`config.mk`:
```
export PLATFORM = sky130hd
export DESIGN_NAME = qbp_ports
export DESIGN_NICKNAME = d
export VERILOG_FILES = /design/src/qbp_pkg.sv /design/src/qbp_pin.sv /design/src/qbp_ports.sv
export SDC_FILE = /design/constraint.sdc
export NUM_CORES = 1
export LEC_CHECK = 0
export BUFFER_PORTS_ARGS = -buffer_cell sky130_fd_sc_hd__buf_2
export CAP_MARGIN = 0
export CELL_PAD_IN_SITES_DETAIL_PLACEMENT = 0
export CELL_PAD_IN_SITES_GLOBAL_PLACEMENT = 2
export CORE_UTILIZATION = 35
export CTS_CLUSTER_SIZE = 30
export DETAILED_ROUTE_END_ITERATION = 8
export PLACE_DENSITY_LB_ADDON = 0.1
export REMOVE_ABC_BUFFERS = 1
export SLEW_MARGIN = 20
export SYNTH_ARGS = -nofsm -noshare
export SYNTH_HDL_FRONTEND = slang
export SYNTH_HIERARCHICAL = 1
export SYNTH_SLANG_ARGS = --single-unit
```
`constraint.sdc`:
```
create_clock -name mclk -period 1.5 [get_ports mclk]
set_input_delay 0.075 -clock mclk [delete_from_list [all_inputs] [get_ports mclk]]
set_output_delay 0.075 -clock mclk [all_outputs]
set_load 0.01 [all_outputs]
```
`src/qbp_pkg.sv`:
```
package qbp_pkg;
   localparam int          QBP_PORT_W        = 8;
   localparam logic [7:0]  QBP_LATCH_RESET   = 8'hff;
   // strong pull-up pulse length, in nanoseconds, rounded up to core clocks
   localparam int          QBP_KICK_NS       = 50;
   localparam int          QBP_CLK_NS        = 25;
   localparam int          QBP_KICK_CYC      = (QBP_KICK_NS + QBP_CLK_NS - 1) / QBP_CLK_NS;
   localparam logic [3:0]  QBP_KICK_CYC_W    = 4'(QBP_KICK_CYC);
   // port 1 bit positions
   localparam int          QBP_P1_T2IO       = 0;
   localparam int          QBP_P1_T2TRIG     = 1;
   localparam int          QBP_P1_U1RX       = 2;
   localparam int          QBP_P1_U1TX       = 3;
   localparam int          QBP_P1_IRQ2       = 4;
   localparam int          QBP_P1_IRQ3       = 5;
   localparam int          QBP_P1_IRQ4       = 6;
   localparam int          QBP_P1_IRQ5       = 7;
   // port 3 bit positions
   localparam int          QBP_P3_U0RX       = 0;
   localparam int          QBP_P3_U0TX       = 1;
   localparam int          QBP_P3_IRQ0       = 2;
   localparam int          QBP_P3_IRQ1       = 3;
   localparam int          QBP_P3_T0IN       = 4;
   localparam int          QBP_P3_T1IN       = 5;
   localparam int          QBP_P3_WRS        = 6;
   localparam int          QBP_P3_RDS        = 7;
   typedef enum logic [2:0] {
      QBP_BUS_IDLE  = 3'b001,
      QBP_BUS_HIGH  = 3'b010,
      QBP_BUS_PAGE1 = 3'b100
   } qbp_bus_t;
endpackage : qbp_pkg

```
`src/qbp_pin.sv`:
```
`timescale 1ns/1ps
// one quasi-bidirectional pin: latch drive, kick pulse, input sync
module qbp_pin
  import qbp_pkg::*;
#(
   parameter int KICK = QBP_KICK_CYC
) (
   input  wire logic mclk,
   input  wire logic rst,
   input  wire logic drive,
   input  wire logic pin_in,
   output logic      pull_down,
   output logic      pull_up_strong,
   output logic      level
);
   // counter is four bits wide, so the pulse cannot exceed 15 clocks
   if (KICK < 1 || KICK > 15) begin : g_bad_kick
      $error("qbp_pin: KICK out of range");
   end
   logic       drive_d;
   logic [3:0] kick_cnt;
   logic       sync1;
   always_ff @(posedge mclk) begin
      if (rst) begin
         drive_d <= 1'b1;
         pull_down <= 1'b0;
      end else begin
         drive_d <= drive;
         pull_down <= ~drive;
      end
   end
   // kick only on a 0-to-1 change; weak pullup alone afterwards
   always_ff @(posedge mclk) begin
      if (rst) begin
         kick_cnt <= 4'h0;
         pull_up_strong <= 1'b0;
      end else if (drive && !drive_d) begin
         kick_cnt <= 4'(KICK - 1);
         pull_up_strong <= 1'b1;
      end else if (!drive) begin
         kick_cnt <= 4'h0;
         pull_up_strong <= 1'b0;
      end else if (kick_cnt != 4'h0) begin
         kick_cnt <= kick_cnt - 4'h1;
      end else begin
         pull_up_strong <= 1'b0;
      end
   end
   always_ff @(posedge mclk) begin
      if (rst) begin
         sync1 <= 1'b1;
         level <= 1'b1;
      end else begin
         sync1 <= pin_in;
         level <= sync1;
      end
   end
endmodule : qbp_pin

```
`src/qbp_ports.sv`:
```
`timescale 1ns/1ps
// Function
// reset sets port 1, 2, 3 latches high
// written zero holds strong pulldown on
// zero-to-one write gives brief strong pull-up
// latched one reads the external pin level
// port 1 bits 0-3 timer two, uart1
// port 1 bits 4-7 edge interrupts two-five
// external access drives address high byte on port 2
// page mode 1 puts both bytes on port 2
// port 3 bits 0,1 uart0 rx, tx
// port 3 bits 2,3 interrupts zero, one
// port 3 bits 4,5 timer count inputs
// port 3 bits 6,7 write, read strobes
// select low fetches code externally, high internally
// internal ram access ignores program source select
// alternate output gated by latch bit (AND)
// pin inputs synchronised before any use
module qbp_ports
  import qbp_pkg::*;
(
   input  wire logic               mclk,
   input  wire logic               rst,
   input  wire logic               latch_wr_p1,
   input  wire logic               latch_wr_p2,
   input  wire logic               latch_wr_p3,
   input  wire logic [7:0]         latch_wdata,
   input  wire logic [7:0]         port1_pins_in,
   input  wire logic [7:0]         port2_pins_in,
   input  wire logic [7:0]         port3_pins_in,
   input  wire logic               timer_two_io_out,
   input  wire logic               uart1_tx_out,
   input  wire logic               uart0_tx_out,
   input  wire logic               xdata_wr_strobe_n,
   input  wire logic               xdata_rd_strobe_n,
   input  wire logic               ext_bus_active,
   input  wire logic               page_mode1,
   input  wire logic [15:0]        ext_addr,
   input  wire logic               addr_low_phase,
   input  wire logic               program_source_sel,
   input  wire logic               iram_access_req,
   output logic      [7:0]         port1_pins_pd,
   output logic      [7:0]         port1_pins_pu,
   output logic      [7:0]         port2_pins_pd,
   output logic      [7:0]         port2_pins_pu,
   output logic      [7:0]         port3_pins_pd,
   output logic      [7:0]         port3_pins_pu,
   output logic      [7:0]         port1_read,
   output logic      [7:0]         port2_read,
   output logic      [7:0]         port3_read,
   output logic      [7:0]         latch_p1,
   output logic      [7:0]         latch_p2,
   output logic      [7:0]         latch_p3,
   output logic                    timer_two_io,
   output logic                    timer_two_trigger,
   output logic                    uart1_rx_in,
   output logic                    uart0_rx_in,
   output logic                    ext_irq_two,
   output logic                    ext_irq_three,
   output logic                    ext_irq_four,
   output logic                    ext_irq_five,
   output logic                    ext_irq_zero_lvl,
   output logic                    ext_irq_one,
   output logic                    timer_zero_count_in,
   output logic                    timer_one_count_in,
   output logic                    fetch_external,
   output logic                    iram_access_ok
);
   import qbp_pkg::*;
   ////////////////////////////////////////////////////////////////////////////
   // latches
   always_ff @(posedge mclk) begin
      if (rst) begin
         latch_p1 <= QBP_LATCH_RESET;
         latch_p2 <= QBP_LATCH_RESET;
         latch_p3 <= QBP_LATCH_RESET;
      end else begin
         if (latch_wr_p1) latch_p1 <= latch_wdata;
         if (latch_wr_p2) latch_p2 <= latch_wdata;
         if (latch_wr_p3) latch_p3 <= latch_wdata;
      end
   end
   ////////////////////////////////////////////////////////////////////////////
   // effective drive with alternates
   logic [7:0] alt1;
   logic [7:0] alt3;
   logic [7:0] drv1;
   logic [7:0] drv2;
   logic [7:0] drv3;
   always_comb begin
      alt1 = 8'hff; // input functions leave pin released
      alt1[QBP_P1_T2IO] = timer_two_io_out;
      alt1[QBP_P1_U1TX] = uart1_tx_out;
      alt3 = 8'hff;
      alt3[QBP_P3_U0TX] = uart0_tx_out;
      alt3[QBP_P3_WRS]  = xdata_wr_strobe_n;
      alt3[QBP_P3_RDS]  = xdata_rd_strobe_n;
      drv1 = latch_p1 & alt1;
      drv3 = latch_p3 & alt3;
      // address bus overrides latch while the bus owns port 2
      if (ext_bus_active && page_mode1 && addr_low_phase)
         drv2 = ext_addr[7:0];
      else if (ext_bus_active)
         drv2 = ext_addr[15:8];
      else
         drv2 = latch_p2;
   end
   ////////////////////////////////////////////////////////////////////////////
   // pin cells
   logic [7:0] lvl1;
   logic [7:0] lvl2;
   logic [7:0] lvl3;
   genvar gi;
   generate
      for (gi = 0; gi < QBP_PORT_W; gi++) begin : g_pin
         qbp_pin u_p1 (.mclk(mclk), .rst(rst), .drive(drv1[gi]), .pin_in(port1_pins_in[gi]),
                       .pull_down(port1_pins_pd[gi]), .pull_up_strong(port1_pins_pu[gi]),
                       .level(lvl1[gi]));
         qbp_pin u_p2 (.mclk(mclk), .rst(rst), .drive(drv2[gi]), .pin_in(port2_pins_in[gi]),
                       .pull_down(port2_pins_pd[gi]), .pull_up_strong(port2_pins_pu[gi]),
                       .level(lvl2[gi]));
         qbp_pin u_p3 (.mclk(mclk), .rst(rst), .drive(drv3[gi]), .pin_in(port3_pins_in[gi]),
                       .pull_down(port3_pins_pd[gi]), .pull_up_strong(port3_pins_pu[gi]),
                       .level(lvl3[gi]));
      end
   endgenerate
   ////////////////////////////////////////////////////////////////////////////
   // input side
   logic [7:0] lvl1_d;
   always_ff @(posedge mclk) begin
      if (rst) begin
         port1_read <= 8'hff;
         port2_read <= 8'hff;
         port3_read <= 8'hff;
         lvl1_d <= 8'hff;
      end else begin
         port1_read <= lvl1;
         port2_read <= lvl2;
         port3_read <= lvl3;
         lvl1_d <= lvl1;
      end
   end
   // edge flags pulse one cycle; edges seen on synchronised levels only
   always_ff @(posedge mclk) begin
      if (rst) begin
         ext_irq_two <= 1'b0;
         ext_irq_three <= 1'b0;
         ext_irq_four <= 1'b0;
         ext_irq_five <= 1'b0;
      end else begin
         ext_irq_two   <= lvl1[QBP_P1_IRQ2] & ~lvl1_d[QBP_P1_IRQ2];
         ext_irq_three <= ~lvl1[QBP_P1_IRQ3] & lvl1_d[QBP_P1_IRQ3];
         ext_irq_four  <= lvl1[QBP_P1_IRQ4] & ~lvl1_d[QBP_P1_IRQ4];
         ext_irq_five  <= ~lvl1[QBP_P1_IRQ5] & lvl1_d[QBP_P1_IRQ5];
      end
   end
   always_ff @(posedge mclk) begin
      if (rst) begin
         timer_two_io <= 1'b1;
         timer_two_trigger <= 1'b1;
         uart1_rx_in <= 1'b1;
         uart0_rx_in <= 1'b1;
         ext_irq_zero_lvl <= 1'b1;
         ext_irq_one <= 1'b1;
         timer_zero_count_in <= 1'b1;
         timer_one_count_in <= 1'b1;
      end else begin
         timer_two_io <= lvl1[QBP_P1_T2IO];
         timer_two_trigger <= lvl1[QBP_P1_T2TRIG];
         uart1_rx_in <= lvl1[QBP_P1_U1RX];
         uart0_rx_in <= lvl3[QBP_P3_U0RX];
         ext_irq_zero_lvl <= lvl3[QBP_P3_IRQ0];
         ext_irq_one <= lvl3[QBP_P3_IRQ1];
         timer_zero_count_in <= lvl3[QBP_P3_T0IN];
         timer_one_count_in <= lvl3[QBP_P3_T1IN];
      end
   end
   ////////////////////////////////////////////////////////////////////////////
   // program source; strap is a tied level, so sampling each cycle is enough
   always_ff @(posedge mclk) begin
      if (rst) begin
         fetch_external <= 1'b0;
         iram_access_ok <= 1'b0;
      end else begin
         fetch_external <= ~program_source_sel;
         iram_access_ok <= iram_access_req;
      end
   end
   ////////////////////////////////////////////////////////////////////////////
   // checks
   localparam int KICK_DLY = QBP_KICK_CYC;
   latch_reset_a: assert property (@(posedge mclk) rst |=>
      {latch_p1, latch_p2, latch_p3} == {3{QBP_LATCH_RESET}})
      else $error("port latches not high after reset");
   hold_low_a: assert property (@(posedge mclk) disable iff (rst)
      !latch_p1[0] |=> port1_pins_pd[0])
      else $error("pulldown missing on zero");
   kick_a: assert property (@(posedge mclk) disable iff (rst)
      $rose(drv1[0]) |=> port1_pins_pu[0] ##KICK_DLY !port1_pins_pu[0])
      else $error("strong pull-up length wrong");
   read_a: assert property (@(posedge mclk) disable iff (rst)
      1'b1 |-> port2_read == $past(port2_pins_in, 3))
      else $error("port read wrong");
   rise_irq_a: assert property (@(posedge mclk) disable iff (rst)
      ext_irq_two |-> $past(lvl1[QBP_P1_IRQ2]) && !$past(lvl1_d[QBP_P1_IRQ2]))
      else $error("irq two without rising edge");
   addr_hi_a: assert property (@(posedge mclk) disable iff (rst)
      ext_bus_active && !page_mode1 |=> port2_pins_pd == ~$past(ext_addr[15:8]))
      else $error("address high byte absent");
   gate_a: assert property (@(posedge mclk) disable iff (rst)
      !latch_p3[QBP_P3_U0TX] |=> port3_pins_pd[QBP_P3_U0TX])
      else $error("alternate passed zero latch");
   source_a: assert property (@(posedge mclk) disable iff (rst)
      !program_source_sel |=> fetch_external)
      else $error("external fetch not selected");
   cov_kick_c: cover property (@(posedge mclk) port1_pins_pu[0]);
   cov_irq_c: cover property (@(posedge mclk) ext_irq_five);
   cov_page_c: cover property (@(posedge mclk) ext_bus_active && page_mode1);
endmodule : qbp_ports

```
; ---- Word-level counts from Yosys, hierarchy flattened
; Index checks and enable logic that the tools add are counted.
[word_totals]
ff_bits = 278
out_inout_bits = 110
elab_cells = 539
[op_classes]
add_sub_neg = 24
n_eq_ne = 48
mux = 146
bitwise = 35
n_reduce_logical = 98
[ops]
columns = operator, n
row1 = 1-bit 2-to-1 mux, 144
row2 = 4-bit nonzero test, 24
row3 = "4-bit by 1-bit subtractor with 4-bit output, second input constant", 24
row4 = "3-bit by 1-bit inequality test with 1-bit output, second input constant", 24
row5 = "3-bit by 2-bit inequality test with 1-bit output, second input constant", 24
row6 = 3-bit OR reduction, 24
row7 = 1-bit inverter, 29
row8 = 1-bit logical AND, 26
row9 = 1-bit zero test, 24
row10 = 8-bit bitwise AND, 2
row11 = 8-bit 2-to-1 mux, 2
row12 = 1-bit bitwise AND, 4

; ---- Logic depth before layout (Yosys ltp)
[depth]
word_depth = 5
mapped_depth = 6
ltp_nobuf = 5

; ---- Modules after synthesis
; Netlist, hierarchy kept.
[modules_own_cells]
columns = module, instances, cells_per_inst, area_each_um2
row1 = qbp_pin, 24, 34, 340.3
row2 = qbp_ports, 1, 204, 2104.5

; ---- Worst setup path after synthesis
; No wires, ideal clock.
[synth_path]
path_kind = reg-to-reg
from = register g_pin[0].u_p1.kick_cnt[0]
to = register g_pin[0].u_p1.kick_cnt[0]
setup_ns = 0.119
arrival_ns = 1.189
required_ns = 1.381
setup_slack_ns = 0.192
stages_incl_launch_ff = 7
n_path_buf = 1
period_less_slack_ns = 1.308
path_cell_list = dfxtp_1 > inv_1 > ha_1 > or3b_1 > buf_2 > xnor2_1 > a21oi_1
[synth_between]
elab_chain_len = 4
word_cells_on_any_way = 6
classes_between = add/sub: 1 / eq/ne: 1 / mux: 3 / reduce/logical: 1
[synth_rtl]
columns = element, line_no
row1 = from (decl), qbp_pin.sv:21  ; logic [3:0] kick_cnt;
row2 = from (signal assigned), qbp_pin.sv:38  ; kick_cnt <= 4'(KICK - 1);
row3 = from (signal assigned), qbp_pin.sv:44  ; kick_cnt <= kick_cnt - 4'h1;
row4 = 4-bit by 1-bit subtractor with 4-bit output, qbp_pin.sv:44
row5 = 1-bit 2-to-1 mux, qbp_pin.sv:43  ; end else if (kick_cnt != 4'h0) begin
row6 = 1-bit 2-to-1 mux, qbp_pin.sv:40  ; end else if (!drive) begin
row7 = 1-bit 2-to-1 mux, qbp_pin.sv:37  ; end else if (drive && !drive_d) begin
; Several ways; a longest one is shown, not always the timed one. The select of a mux whose other input is x is not followed.
; A chain may end at the register's enable or synchronous reset.

; ---- Final worst setup path
[layout_path]
from = input port rst
to = register latch_p3[6]
[layout_rtl]
columns = element, line_no
row1 = from (decl), qbp_ports.sv:23  ; input wire logic rst,
row2 = to (signal assigned), qbp_ports.sv:80  ; if (latch_wr_p3) latch_p3 <= latch_wdata;
row3 = to (decl), qbp_ports.sv:53  ; output logic [7:0] latch_p3,
; No word-level cell between the ends.

==> metrics <==
run status=finished clean; crit path kind=in2reg; maximum number of pins on one net before global-route repair=47; final weighted congestion of routability-driven global placement=0.741; CTS tree=built; share of the synthesized area in the top cell type=52.6%; synthesized flop and latch total=270; count leader, synth=dfxtp_1; number of synthesized flops with an enable pin=0; peak supply drop=0.000818 V; average footprint of a synthesized cell=10.1 µm²; routed length per placed instance=12.1 µm; die span in y=173 µm; number of core rows=62; registers with the most flip-flops=g_pin.u_p1/kick_cnt (32), g_pin.u_p2/kick_cnt (32), g_pin.u_p3/kick_cnt (32); number of failing hold endpoints at the final stage=0; commonest cells in the synthesized netlist=dfxtp_1, nor2_1, or2_2, inv_1; DRC violations left=0; area added between synthesis and finish=26.7%; core footprint=28800 µm²; H-tree level count=1; Initial DRC Count=156; layout cell share with drive strength beyond 1=29.8%; clk buf depth=3; final-layout setup total negative slack=0 ns; sequence of cells on the critical path=dlygate4sd3_1 > buf_4 > buf_12 > a211o_1 > dlygate4sd3_1; maximum fanout along the worst path=42; number of max-capacitance violations reported=0; Reg clk slew, reported paths=0.05 ns; vias in the first global route=6759; layout net count=1345; overflow left after global routing=0; number of CTS-inserted buffers=31; Top Ports=173; synth top area cells=dfxtp_1, ha_1, or2_2, nor2_1, a211oi_2; CP Capture Type=flop; most frequent cell on the critical path=dlygate4sd3_1; worst min-delay path category=in2reg; final critical-path required period=1.43 ns; worst-margin pin slew=0.371 ns; wire length of the first global-routing pass=32900 µm; biggest cell delay along the critical path=0.55 ns; Slew Viols, Final=0; top cell type by total area after synthesis=dfxtp_1; setup fix buffers added after clock tree synthesis=0; Initial Util=35.7%; number of antenna violations at the first check in global routing=0; number of iterations in the first detailed-routing pass=4; Yosys Warn Count=6; unrepaired setup endpoints after global routing=no; register area share after synthesis=52.6%; residual antenna-violating net count after detailed routing=0; tightest hold margin=0.0224 ns; Final setup violation count=0; count of buffers inserted at the top-level ports=172; Filler Cell Count=2815; async set-or-reset flop fraction in the synthesized netlist=0%; via density per instance=4.35; slowest library cell on the worst path=dlygate4sd3_1; highest clock rate=698 MHz; leakage power of the design=5.70 nW; data required time at the worst endpoint=1.94 ns; Total Routed Length=19900 µm; remaining max-slew budget at the tightest pin=75.2%; setup clock skew after layout=0.0165 ns; element type at the critical path start=input port; post-detail-place hpwl=13900 µm; Root Buffer Master=clkbuf_16; antenna fix cells=0; insertion delay of the later-clocked pin in the worst-skew pair=0.55 ns; synthesized netlist cell count=1020; x dimension of the die=173 µm; library cells used by synthesis=28; summed instance area of the synthesized netlist=10300 µm²; Clock Sinks=270; vias=7146; area enclosed by the die boundary=30000 µm²; endpoint arrival time on the critical path=1.87 ns; most used flip-flop cell after synthesis=dfxtp_1; Tot GR Track Use=13.2%; total power divided by cell area=1710 nW/µm²; period utilization=95.5%
## worst max-delay path, delay by kind of cell
| family | cells | cell delay (ns) |
|---|---|---|
| AOI/OAI and AO/OA | 1 | 0.27 |
| buffers and inverters | 4 | 1.50 |
## cells by family (layout without fill, tap and decap cells)
logic type / count (synthesis) / after routing / synth area share [%]
adder cells (fa/ha/maj): 48 / 48 / 5.85
XOR/XNOR: 48 / 48 / 4.09
buffers and inverters: 131 / 368 / 6.22
flip-flops: 270 / 270 / 52.6
AND/OR/NAND/NOR: 387 / 387 / 20.3
multiplexers: 24 / 24 / 2.34
AO/OA/AOI/OAI: 112 / 112 / 8.57
## layout make-up
class / instances / area, µm² / share of cell area (%)
repair buffers: 238 / 1530 / 11.7
clock inverters: 7 / 116 / 0.894
well taps: 384 / 480 / 3.69
flip-flops and latches: 270 / 5410 / 41.5
clock buffers: 49 / 943 / 7.25
multi-input cells: 619 / 4260 / 32.8
inverters: 74 / 278 / 2.13
## per-stage QoR
step / cell area, µm² / std cells / power, mW / worst slack (ns) / util [%]
global placement: 11400 / 1533 / 14.4 / 0.0824 / 39.6
detailed placement: 11400 / 1533 / 14.4 / 0.0809 / 39.6
global route: 13000 / 1641 / 23.9 / 0.000844 / 45.2
floorplan: 9910 / 963 / 13.2 / 0.214 / -
finish: 13000 / 1641 / 22.3 / 0.0670 / 45.2
CTS: 13000 / 1641 / 22.4 / 0.0562 / 45.1
## per-layer routing
metal / up-vias / part of all wire [%] / wire (µm) / global-route usage (%)
li1: 3721 / - / - / -
met1: 3246 / 47 / 9400 / 17.3
met2: 139 / 45 / 8920 / 21.4
met3: 40 / 5.8 / 1160 / 3.29
met4: 0 / 2.2 / 433 / 4.13
met5: - / 0 / 0 / 0
## repair_timing
item / 4_1_cts / 5_1_grt
gates resized for setup: 0 / 14
hold buffers: 52 / 0
setup endpoints to repair: 0 / 14
hold endpoints to repair: 89 / 0
## power by group
group	switching [mW]	internal, mW
logic	2.92	2.89
clock network	2.88	4.78
registers	0.665	8.12
## cells in the final DEF (no fill, tap or decap)
master | Yosys | routed
or3b_4 | 0 | 14
xor2_1 | 24 | 24
dlygate4sd3_1 | 0 | 52
a31oi_1 | 8 | 8
bufinv_16 | 0 | 3
buf_2 | 28 | 171
or2_2 | 96 | 96
a21bo_1 | 2 | 2
buf_4 | 23 | 12
mux2i_1 | 24 | 24
and2_1 | 5 | 5
a21bo_2 | 6 | 6
nand2b_1 | 24 | 24
buf_12 | 0 | 3
xnor2_1 | 24 | 24
nor3b_1 | 2 | 2
inv_1 | 74 | 74
a211oi_2 | 24 | 24
a211o_1 | 24 | 24
clkbuf_16 | 0 | 31
nor2b_1 | 25 | 25
nand3_1 | 8 | 8
nand2_1 | 48 | 48
clkinvlp_4 | 0 | 1
or3b_1 | 24 | 10
clkinv_2 | 0 | 2
nor3_1 | 24 | 24
a21oi_1 | 48 | 48
nand3b_1 | 24 | 24
dfxtp_1 | 270 | 270
ha_1 | 48 | 48
inv_6 | 0 | 1
clkbuf_1 | 3 | 8
nor2_1 | 107 | 107
clkbuf_8 | 0 | 10
## path summary, 6_finish.rpt
| kind | from | end | slack, ns | cells past startpoint |
|---|---|---|---|---|
| hold reg to reg | g_pin[6].u_p3/sync1$_SDFF_PP1_ | g_pin[6].u_p3/level$_SDFF_PP1_ | 0.40 | 1 |
| hold / removal | latch_wr_p1 | latch_p1[6]$_SDFFE_PP1P_ | 0.02 | 3 |
| setup / recovery | rst | latch_p3[6]$_SDFFE_PP1P_ | 0.07 | 5 |
| setup reg to reg | g_pin[2].u_p2/kick_cnt[0]$_SDFFE_PP0P_ | g_pin[2].u_p2/kick_cnt[0]$_SDFFE_PP0P_ | 0.09 | 5 |
Power figures use the tool's default switching activity.
